$ cat src/include/mtp_pkg.sv
package mtp_pkg;

    // Access and lookaside geometry
    localparam int          MTP_LA_ENTRIES = 22;
    localparam int          MTP_LA_IDX_W   = 5;
    localparam int          MTP_TAG_W      = 24;
    localparam int          MTP_OFS_W      = 8;
    localparam int          MTP_WIN_HI_W   = 8;
    localparam logic [2:0]  MTP_CPU_FC     = 3'h7;

    // Register byte offsets
    localparam logic [7:0]  MTP_REG_TC     = 8'h00;
    localparam logic [7:0]  MTP_REG_TW0    = 8'h04;
    localparam logic [7:0]  MTP_REG_TW1    = 8'h08;
    localparam logic [7:0]  MTP_REG_FLUSH  = 8'h0c;
    localparam logic [7:0]  MTP_REG_STATUS = 8'h10;
    localparam logic [7:0]  MTP_REG_MISSES = 8'h14;
    localparam logic [31:0] MTP_RST_VAL    = 32'h0000_0000;

    // Field positions
    localparam int          MTP_TC_EN      = 31;
    localparam int          MTP_FLUSH_ALL  = 0;
    localparam int          MTP_W_BASE     = 24;
    localparam int          MTP_W_MASK     = 16;
    localparam int          MTP_W_EN       = 15;
    localparam int          MTP_W_CI       = 10;
    localparam int          MTP_W_RWSEL    = 9;
    localparam int          MTP_W_RWM      = 8;
    localparam int          MTP_W_FCB      = 4;
    localparam int          MTP_W_FCM      = 0;

    // Outcome codes of an access
    localparam logic [1:0]  MTP_RES_BUS    = 2'h0;
    localparam logic [1:0]  MTP_RES_CACHE  = 2'h1;
    localparam logic [1:0]  MTP_RES_FAULT  = 2'h2;

    typedef struct packed {
        logic [2:0]  fc;
        logic [31:0] laddr;
        logic        read;
        logic        rmw;
        logic        cont;
        logic        cache_hit;
    } mtp_access_t;

    typedef struct packed {
        logic                 berr;
        logic                 ci;
        logic                 wp;
        logic                 mod;
        logic [MTP_TAG_W-1:0] pa;
    } mtp_la_data_t;

    typedef struct packed {
        logic [2:0]  fc;
        logic [31:0] laddr;
        logic        set_mod;
    } mtp_walk_req_t;

    typedef struct packed {
        logic [31:0] paddr;
        logic        read;
        logic        ci;
    } mtp_bus_t;

    typedef enum logic [2:0] {
        MTP_ST_IDLE   = 3'b001,
        MTP_ST_DECIDE = 3'b010,
        MTP_ST_WALK   = 3'b100
    } mtp_state_t;

endpackage

$ cat src/rtl/mtp_translation_path.sv
// Added by the designer: the address map and the AHB-Lite register port.
`timescale 1ns/10ps
`default_nettype none
module mtp_translation_path (
    input  wire logic                   hclk,
    input  wire logic                   hresetn,
    // AHB-Lite register slave
    input  wire logic                   hsel,
    input  wire logic [31:0]            haddr,
    input  wire logic [1:0]             htrans,
    input  wire logic                   hwrite,
    input  wire logic [2:0]             hsize,
    input  wire logic [31:0]            hwdata,
    input  wire logic                   hready,
    output logic                        hreadyout,
    output logic [31:0]                 hrdata,
    output logic                        hresp,
    // Execution unit access port
    input  wire logic                   acc_valid,
    input  wire mtp_pkg::mtp_access_t   acc,
    output logic                        acc_ready,
    output logic                        acc_done,
    output logic [1:0]                  acc_result,
    input  wire logic                   translation_disable_in,
    // Bus controller side
    output logic                        address_strobe,
    output mtp_pkg::mtp_bus_t           bus,
    output logic                        cache_inhibit_output,
    output logic                        translation_abort,
    output logic                        bus_error_exc,
    // Table search sequencer
    output logic                        walk_req_valid,
    output mtp_pkg::mtp_walk_req_t      walk_req,
    input  wire logic                   walk_ack,
    input  wire mtp_pkg::mtp_la_data_t  walk_rsp
);
    import mtp_pkg::*;

    mtp_state_t    state_q, state_d;
    logic [31:0]   tc_q;
    logic [31:0]   tw0_q;
    logic [31:0]   tw1_q;

    logic [15:0]   misses_q;
    logic [1:0]    last_res_q;

    mtp_access_t   acc_q;
    logic          dis_q;
    logic [31:2]   hold_hi_q;
    logic          hold_ci_q;
    logic          flush_q;

    logic          hreadyout_q, hresp_q;
    logic [31:0]   hrdata_q;
    logic          wr_pend_q;
    logic [7:0]    wr_addr_q;

    logic          acc_ready_q, acc_done_q, as_q, ci_out_q, abort_q, berr_q;
    logic [1:0]    acc_result_q;
    mtp_bus_t      bus_q;

    logic          walk_valid_q;
    mtp_walk_req_t walk_req_q;

    // Bus slave decode
    logic          ahb_take;
    logic [7:0]    rd_ofs;
    logic [31:0]   rd_word;
    logic [31:0]   status_word;
    logic          wr_tc, wr_tw0, wr_tw1, wr_flush;

    assign ahb_take    = hsel & htrans[1] & hready;
    assign rd_ofs      = haddr[7:0];
    assign status_word = {25'h0, dis_q, walk_valid_q, state_q, last_res_q};
    assign rd_word     = (rd_ofs == MTP_REG_TC)     ? tc_q :
                         (rd_ofs == MTP_REG_TW0)    ? tw0_q :
                         (rd_ofs == MTP_REG_TW1)    ? tw1_q :
                         (rd_ofs == MTP_REG_STATUS) ? status_word :
                         (rd_ofs == MTP_REG_MISSES) ? {16'h0, misses_q} : 32'h0;

    assign wr_tc       = wr_pend_q & (wr_addr_q == MTP_REG_TC);
    assign wr_tw0      = wr_pend_q & (wr_addr_q == MTP_REG_TW0);
    assign wr_tw1      = wr_pend_q & (wr_addr_q == MTP_REG_TW1);
    assign wr_flush    = wr_pend_q & (wr_addr_q == MTP_REG_FLUSH) & hwdata[MTP_FLUSH_ALL];

    // Address phase capture, zero wait state, always OKAY
    always_ff @(posedge hclk or negedge hresetn) begin
        if (!hresetn) begin
            wr_pend_q   <= 1'b0;
            wr_addr_q   <= 8'h00;
            hrdata_q    <= MTP_RST_VAL;
            hreadyout_q <= 1'b1;
            hresp_q     <= 1'b0;
        end else begin
            wr_pend_q   <= ahb_take & hwrite;
            wr_addr_q   <= ahb_take ? haddr[7:0] : wr_addr_q;
            hrdata_q    <= (ahb_take & ~hwrite) ? rd_word : 32'h0;
            hreadyout_q <= 1'b1;
            hresp_q     <= 1'b0;
        end
    end

    // Control and window registers; reset drops every enable
    always_ff @(posedge hclk or negedge hresetn) begin
        if (!hresetn) begin
            tc_q    <= MTP_RST_VAL;
            tw0_q   <= MTP_RST_VAL;
            tw1_q   <= MTP_RST_VAL;
            flush_q <= 1'b0;
        end else begin
            tc_q    <= wr_tc  ? hwdata : tc_q;
            tw0_q   <= wr_tw0 ? hwdata : tw0_q;
            tw1_q   <= wr_tw1 ? hwdata : tw1_q;
            flush_q <= wr_flush;
        end
    end

    // Transparent windows
    logic w0_hit, w0_ci, w1_hit, w1_ci;

    mtp_window_match u_win0 (
        .win   (tw0_q),
        .fc    (acc_q.fc),
        .a_hi  (acc_q.laddr[31 -: MTP_WIN_HI_W]),
        .read  (acc_q.read),
        .rmw   (acc_q.rmw),
        .match (w0_hit),
        .ci    (w0_ci)
    );

    mtp_window_match u_win1 (
        .win   (tw1_q),
        .fc    (acc_q.fc),
        .a_hi  (acc_q.laddr[31 -: MTP_WIN_HI_W]),
        .read  (acc_q.read),
        .rmw   (acc_q.rmw),
        .match (w1_hit),
        .ci    (w1_ci)
    );

    // Lookaside array
    logic         la_hit;
    mtp_la_data_t la_data;
    logic         fill_en;

    assign fill_en = (state_q == MTP_ST_WALK) & walk_valid_q & walk_ack;

    mtp_lookaside u_la (
        .hclk      (hclk),
        .hresetn   (hresetn),
        .flush     (flush_q),
        .lk_fc     (acc_q.fc),
        .lk_la     (acc_q.laddr[31 -: MTP_TAG_W]),
        .hit       (la_hit),
        .hit_data  (la_data),
        .fill_en   (fill_en),
        .fill_data (walk_rsp)
    );

    // Decision for the held access, in documented priority
    logic cpu_space, cache_done, win_hit, xlate_on, is_write;
    logic go_bus, go_fault, go_walk, need_mod;
    logic [31:0] phys;
    logic        phys_ci;

    assign cpu_space  = (acc_q.fc == MTP_CPU_FC);
    assign cache_done = ~cpu_space & acc_q.read & ~acc_q.rmw & acc_q.cache_hit;
    assign win_hit    = w0_hit | w1_hit;
    assign xlate_on   = tc_q[MTP_TC_EN] & ~dis_q;
    // Locked cycles count as writes
    assign is_write   = ~acc_q.read | acc_q.rmw;
    assign need_mod   = is_write & ~la_data.mod;

    // Window and bypass paths never consult write protection
    assign go_fault   = ~acc_q.cont & ~cpu_space & ~cache_done & ~win_hit & xlate_on & la_hit
                      & (la_data.berr | (is_write & la_data.wp));
    assign go_walk    = ~acc_q.cont & ~cpu_space & ~cache_done & ~win_hit & xlate_on
                      & (~la_hit | (~go_fault & need_mod));
    assign go_bus     = ~cache_done & ~go_fault & ~go_walk;

    // Physical address: held base for continuation cycles, else by path
    assign phys = acc_q.cont ? {hold_hi_q, acc_q.laddr[1:0]} :
                  (cpu_space | win_hit | ~xlate_on) ? acc_q.laddr :
                  {la_data.pa, acc_q.laddr[MTP_OFS_W-1:0]};
    assign phys_ci = acc_q.cont ? hold_ci_q :
                     cpu_space ? 1'b0 :
                     win_hit ? (w0_ci | w1_ci) :
                     (xlate_on & la_data.ci);

    // Next state
    always_comb begin
        state_d = state_q;
        case (state_q)
            MTP_ST_IDLE: begin
                if (acc_valid) begin
                    state_d = MTP_ST_DECIDE;
                end
            end

            MTP_ST_DECIDE: begin
                if (go_walk) begin
                    state_d = MTP_ST_WALK;
                end else begin
                    state_d = MTP_ST_IDLE;
                end
            end

            MTP_ST_WALK: begin
                if (walk_ack) begin
                    state_d = MTP_ST_DECIDE;
                end
            end

            default: begin
                state_d = MTP_ST_IDLE;
            end
        endcase
    end

    // State, access capture and held first-cycle translation
    always_ff @(posedge hclk or negedge hresetn) begin
        if (!hresetn) begin
            state_q   <= MTP_ST_IDLE;
            acc_q     <= '0;
            dis_q     <= 1'b0;
            hold_hi_q <= '0;
            hold_ci_q <= 1'b0;
        end else begin
            state_q <= state_d;

            if (state_q == MTP_ST_IDLE && acc_valid) begin
                acc_q <= acc;
                // Disable only takes effect at a new operand's first cycle
                dis_q <= acc.cont ? dis_q : translation_disable_in;
            end

            // Continuation cycles reuse this base
            if (state_q == MTP_ST_DECIDE && go_bus) begin
                hold_hi_q <= phys[31:2];
                hold_ci_q <= phys_ci;
            end
        end
    end

    // Access port and bus controller outputs
    always_ff @(posedge hclk or negedge hresetn) begin
        if (!hresetn) begin
            acc_ready_q  <= 1'b0;
            acc_done_q   <= 1'b0;
            acc_result_q <= MTP_RES_BUS;
            last_res_q   <= MTP_RES_BUS;
            as_q         <= 1'b0;
            bus_q        <= '0;
            ci_out_q     <= 1'b0;
            abort_q      <= 1'b0;
            berr_q       <= 1'b0;
        end else begin
            acc_ready_q <= (state_q == MTP_ST_IDLE) & acc_valid;
            acc_done_q  <= (state_q == MTP_ST_DECIDE) & ~go_walk;
            // Strobe only for a cleared decision, so aborts never reach the bus
            as_q        <= (state_q == MTP_ST_DECIDE) & go_bus;
            abort_q     <= (state_q == MTP_ST_DECIDE) & (go_walk | go_fault);
            berr_q      <= (state_q == MTP_ST_DECIDE) & go_fault;

            if (state_q == MTP_ST_DECIDE && !go_walk) begin
                acc_result_q <= go_fault ? MTP_RES_FAULT :
                                cache_done ? MTP_RES_CACHE : MTP_RES_BUS;
                last_res_q   <= go_fault ? MTP_RES_FAULT :
                                cache_done ? MTP_RES_CACHE : MTP_RES_BUS;
            end

            // Bus fields change only on issue
            if (state_q == MTP_ST_DECIDE && go_bus) begin
                bus_q    <= '{paddr: phys, read: acc_q.read, ci: phys_ci};
                ci_out_q <= phys_ci;
            end
        end
    end

    // Table search handshake and miss counter
    always_ff @(posedge hclk or negedge hresetn) begin
        if (!hresetn) begin
            walk_valid_q <= 1'b0;
            walk_req_q   <= '0;
            misses_q     <= 16'h0000;
        end else begin
            if (state_q == MTP_ST_DECIDE && go_walk) begin
                walk_valid_q <= 1'b1;
                walk_req_q   <= '{fc: acc_q.fc, laddr: acc_q.laddr,
                                  set_mod: la_hit & need_mod};
                misses_q     <= misses_q + 16'h0001;
            end else if (walk_ack) begin
                walk_valid_q <= 1'b0;
            end
        end
    end

    // Register bus
    assign hreadyout            = hreadyout_q;
    assign hrdata               = hrdata_q;
    assign hresp                = hresp_q;

    // Access port
    assign acc_ready            = acc_ready_q;
    assign acc_done             = acc_done_q;
    assign acc_result           = acc_result_q;

    // Bus controller
    assign address_strobe       = as_q;
    assign bus                  = bus_q;
    assign cache_inhibit_output = ci_out_q;
    assign translation_abort    = abort_q;
    assign bus_error_exc        = berr_q;

    // Table search
    assign walk_req_valid       = walk_valid_q;
    assign walk_req             = walk_req_q;
endmodule
`default_nettype wire

$ cat src/rtl/mtp_window_match.sv
`timescale 1ns/10ps
`default_nettype none
module mtp_window_match (
    input  wire logic [31:0]                  win,
    input  wire logic [2:0]                   fc,
    input  wire logic [mtp_pkg::MTP_WIN_HI_W-1:0] a_hi,
    input  wire logic                         read,
    input  wire logic                         rmw,
    output logic                              match,
    output logic                              ci
);
    import mtp_pkg::*;

    logic [2:0]              fc_diff;
    logic [MTP_WIN_HI_W-1:0] a_diff;
    logic                    rw_ok;

    // Masked compares of function code and top address bits
    assign fc_diff = (fc ^ win[MTP_W_FCB +: 3]) & ~win[MTP_W_FCM +: 3];
    assign a_diff  = (a_hi ^ win[MTP_W_BASE +: MTP_WIN_HI_W])
                   & ~win[MTP_W_MASK +: MTP_WIN_HI_W];
    // Direction check; locked cycles need the direction mask
    assign rw_ok   = win[MTP_W_RWM] | (~rmw & (read == win[MTP_W_RWSEL]));
    assign match   = win[MTP_W_EN] & (fc_diff == 3'h0) & (a_diff == '0) & rw_ok;
    assign ci      = match & win[MTP_W_CI];
endmodule
`default_nettype wire

$ cat src/rtl/mtp_lookaside.sv
`timescale 1ns/10ps
`default_nettype none
module mtp_lookaside (
    input  wire logic                          hclk,
    input  wire logic                          hresetn,
    input  wire logic                          flush,
    input  wire logic [2:0]                    lk_fc,
    input  wire logic [mtp_pkg::MTP_TAG_W-1:0] lk_la,
    output logic                               hit,
    output mtp_pkg::mtp_la_data_t              hit_data,
    input  wire logic                          fill_en,
    input  wire mtp_pkg::mtp_la_data_t         fill_data
);
    import mtp_pkg::*;

    logic [MTP_LA_ENTRIES-1:0] valid_q;
    logic [2:0]                fc_q   [MTP_LA_ENTRIES];
    logic [MTP_TAG_W-1:0]      la_q   [MTP_LA_ENTRIES];
    mtp_la_data_t              data_q [MTP_LA_ENTRIES];
    logic [MTP_LA_ENTRIES-1:0] hit_vec;
    logic [MTP_LA_IDX_W-1:0]   rr_q;
    logic [MTP_LA_IDX_W-1:0]   victim;

    // Tag compare against every entry
    genvar g;
    generate
        for (g = 0; g < MTP_LA_ENTRIES; g++) begin : g_cmp
            assign hit_vec[g] = valid_q[g] & (fc_q[g] == lk_fc) & (la_q[g] == lk_la);
        end
    endgenerate
    assign hit = |hit_vec;

    // Hit data select and victim choice: same tag, else free, else rotating
    always_comb begin
        hit_data = '0;
        victim   = rr_q;
        for (int i = MTP_LA_ENTRIES - 1; i >= 0; i--) begin
            if (!valid_q[i]) begin
                victim = MTP_LA_IDX_W'(i);
            end
        end
        for (int i = 0; i < MTP_LA_ENTRIES; i++) begin
            if (hit_vec[i]) begin
                hit_data = data_q[i];
                victim   = MTP_LA_IDX_W'(i);
            end
        end
    end

    // Rotating replacement pointer
    always_ff @(posedge hclk or negedge hresetn) begin
        if (!hresetn) begin
            rr_q <= '0;
        end else if (fill_en) begin
            rr_q <= (rr_q == MTP_LA_IDX_W'(MTP_LA_ENTRIES - 1)) ? '0 : rr_q + 1'b1;
        end
    end

    // Entry storage deliberately outside the reset
    always_ff @(posedge hclk) begin
        if (flush) begin
            valid_q <= '0;
        end
        if (fill_en) begin
            valid_q[victim] <= 1'b1;
            fc_q[victim]    <= lk_fc;
            la_q[victim]    <= lk_la;
            data_q[victim]  <= fill_data;
        end
    end
endmodule
`default_nettype wire

$ cat config.mk
export PLATFORM = sky130hd
export DESIGN_NAME = mtp_translation_path
export DESIGN_NICKNAME = d
export VERILOG_FILES = /design/src/include/mtp_pkg.sv /design/src/rtl/mtp_translation_path.sv /design/src/rtl/mtp_window_match.sv /design/src/rtl/mtp_lookaside.sv
export SDC_FILE = /design/constraint.sdc
export NUM_CORES = 2
export LEC_CHECK = 0
export BUFFER_PORTS_ARGS = -buffer_cell sky130_fd_sc_hd__buf_2
export CAP_MARGIN = 30
export CORE_MARGIN = 5
export CORE_UTILIZATION = 55
export DETAILED_ROUTE_END_ITERATION = 12
export PLACE_DENSITY_LB_ADDON = 0.08
export SLEW_MARGIN = 20
export SYNTH_ARGS = -nofsm -noshare
export SYNTH_HDL_FRONTEND = slang
export SYNTH_SLANG_ARGS = --single-unit
$ cat constraint.sdc
create_clock -name hclk -period 9.3 [get_ports hclk]
set_input_delay 0.465 -clock hclk [delete_from_list [all_inputs] [get_ports hclk]]
set_output_delay 0.465 -clock hclk [all_outputs]
set_load 0.01 [all_outputs]
==> results_dict.tcl <==
set metrics [dict create \
    outcome "finished clean" \
    cp.required_ps 9690 \
    dpl_cell_area_um2 67600 \
    synth_area_leaders "edfxtp_1 56%, dfrtp_1 11%, xnor2_1 5.4%" \
    worst_setup_path_start_kind "flip-flop" \
    yosys_warnings 0 \
    crit_type "flip-flop to flip-flop" \
    grt_util_all_layers_pct 29.7 \
    syn_inst 4478 \
    yosys.area.top_type "edfxtp_1" \
    fin_crit_ps 6690 \
    cts_hold_buffers 80 \
    vias 41100 \
    postCtsSetupRepairBufs 0 \
    skew_ps 24.1 \
    clk-insertion-delay-late_ps 770 \
    final_area_um2 73500 \
    cts_sinks 1512 \
    relSlewSlack_pct 30.0 \
    p_leak_uw 0.0252 \
    setup_viol 0 \
    synth_nets 4625 \
    row_count 125 \
    dp_hpwl_um 117000 \
    reg2reg_depth 12 \
    reg2reg_from "acc_q[35]" \
    min_path_type "primary input to flip-flop" \
    synth.top_cell.area_share_pct 56.3 \
    cts_tree "built" \
    finalSetupTns_ps 0 \
    ctsResizeCount 0 \
    finalCritPeriodShare_pct 71.9 \
    num_io_pins 257 \
    path_clk_slew_ps 60 \
    synth-seq-area-share_pct 67.8 \
    synth_cell_types 91 \
    vdd_drop_max_mv 0.225 \
    synthTopCellsByCount "1210 x edfxtp_1, 401 x xnor2_1, 279 x dfrtp_1" \
    final_core_util_pct 63.2 \
    synth_ff_type "edfxtp_1" \
    yosysMostFrequentCell "edfxtp_1" \
    avgSynthCellArea_um2 14.4 \
    reg2reg_to "u_la.data_q[2][14]" \
    synth-seq-cells 1512 \
    fmax_mhz 150 \
    die_w_um 353 \
    drcViolationCount 0 \
    gr-total-overflow 0 \
    drtIter0Drc 4689 \
    critical_path.startpoint "acc_q[35]" \
    port_buffers 226 \
    fin_ws_ps 2610 \
    area_growth_syn_to_layout_pct 13.9 \
    start_util_pct 55.5 \
    worst-slew-pin-transition_ps 1050 \
    critPathCaptureType "flip-flop" \
    cts-root-buf "clkbuf_16" \
    hold_viol_final 0 \
    async_reset_ff_share_pct 18.5 \
    cts_buffers 157 \
    cp_data_arrival_time_ps 7070 \
    powerDensity_nw_per_um2 254 \
    drt_pass1_iterations 6 \
    cp-endpoint "u_la.data_q[2][14]" \
    nets 4968 \
    synth_edf_count 1210 \
    regToRegSetupSlack_ps 2610 \
    routed_via_density 6.34 \
    slew_viol_final 0 \
    grt_max_degree 167 \
    core_um2 116000 \
    drtAntennaViolNets 0 \
    antenna_found_initial 14 \
    dieArea_um2 124000 \
    path_max_fanout 28 \
    routabilityCongestion 0.928 \
    dp_slack_ps 2690 \
    clockBufferDepth 3 \
    grt_pass1_wl_um 273000 \
    rsz0062_at_grt "no" \
    die_h_um 353 \
    htree_levels 4 \
    grt_pass1_vias 39900 \
    synth.cell_area_um2 64600 \
    routed_wl_um 188000 \
    post_drt_wl_per_cell_um 29.1 \
    cap_viol_max_count 0 \
    drive_gt1_share_pct 17.7 \
]
[how the worst min path moves through the flow]
stage	start	endpoint	slack [ps]	depth (start not counted)
final	hwdata[0]	tw1_q[0]	50	2
after global routing	hwdata[0]	tw1_q[0]	30	2
after CTS	hwdata[0]	tw1_q[0]	5	2
after detailed placement	hold_hi_q[13]	hold_hi_q[13]	470	1
after global placement	hold_hi_q[18]	hold_hi_q[18]	470	1
after floorplan	hresetn	acc_done	170	0
[critical path, cell delays in order (launching register included)]
cell and delay [ps]:
dfrtp_2 860, buf_4 490, xnor2_1 170, nand4_1 150, or4_1 710, nor2_2 710, buf_4 510, o31ai_1 160
a21oi_1 220, o21ai_1 210, nand2b_1 560, nor2_4 830, buf_4 650
[power breakdown]
| part | internal, uW | switching [uW] | total, uW |
|---|---|---|---|
| clock | 3510 | 2610 | 6120 |
| combinational | 1420 | 2600 | 4030 |
| sequential | 7960 | 606 | 8570 |
| total | 12900 | 5820 | 18700 |
[cells in the final DEF, fill, tap and decap left out, types with 34 or more instances in the layout]
master and n:
mux2i_1 34, dlygate4sd3_1 80, a221o_1 47, a21oi_1 119
xnor2_1 401, xor2_1 231, nand4_1 170, edfxtp_1 1210
or3_1 62, mux2_2 173, nand3_1 48, dfrtp_1 252
inv_1 43, nor3_1 67, o22ai_1 40, clkbuf_1 36
o21ai_0 126, buf_4 120, buf_2 227, nand2_1 247
nor2_1 169, nor4_1 123, clkbuf_16 161, or4_1 35
[stage by stage]
step           total power (uW)  hold WS, ps  cells
6_report                  18700         50.8   6474
2_1_floorplan             11100          169   4478
3_5_place_dp              12700          472   6101
5_1_grt                   19400         33.5   6468
3_3_place_gp              12600          469   6096
4_1_cts                   18800         4.63   6463
[area by class of cell]
cell class | count | area, um2
repair buffers | 437 | 3050
fillers | 8772 | 42800
multi-input cells | 2669 | 19600
clock inverters | 75 | 681
clock buffers | 207 | 4300
inverters | 44 | 165
flip-flops and latches | 1512 | 43800
well taps | 1524 | 1910
diodes | 6 | 15.0
[cell families after synthesis]
logic type / share of synthesized area [%]
xor gates and xnor gates: 8.57
other: 0.0116
and+or+nand+nor: 9.31
buffers and inverters: 2.30
adders and majority gates: 0.0581
AOI/OAI and AO/OA: 7.51
DFF: 67.8
muxes: 4.44
[sequential cells by signal, indices dropped and copies added (netlist names), 3 cells and up]
register / cells
misses_q: 16
wr_addr_q: 8
u_la.la_q: 528
u_la.valid_q: 22
hrdata: 32
u_la.fc_q: 66
tc_q: 32
tw1_q: 32
state_q: 3
acc_q: 39
u_la.rr_q: 5
tw0_q: 32
bus: 4
hold_hi_q: 30
walk_req: 36
u_la.data_q: 616
[layer usage]
layer,global-route usage [%],vias to the layer above,wire length [um]
li1,-,17900,-
met1,42.6,20900,79200
met2,46.4,1942,86200
met3,5.21,346,16600
met4,10.2,10,6360
met5,0,-,56
(Power assumes the default switching activity.)
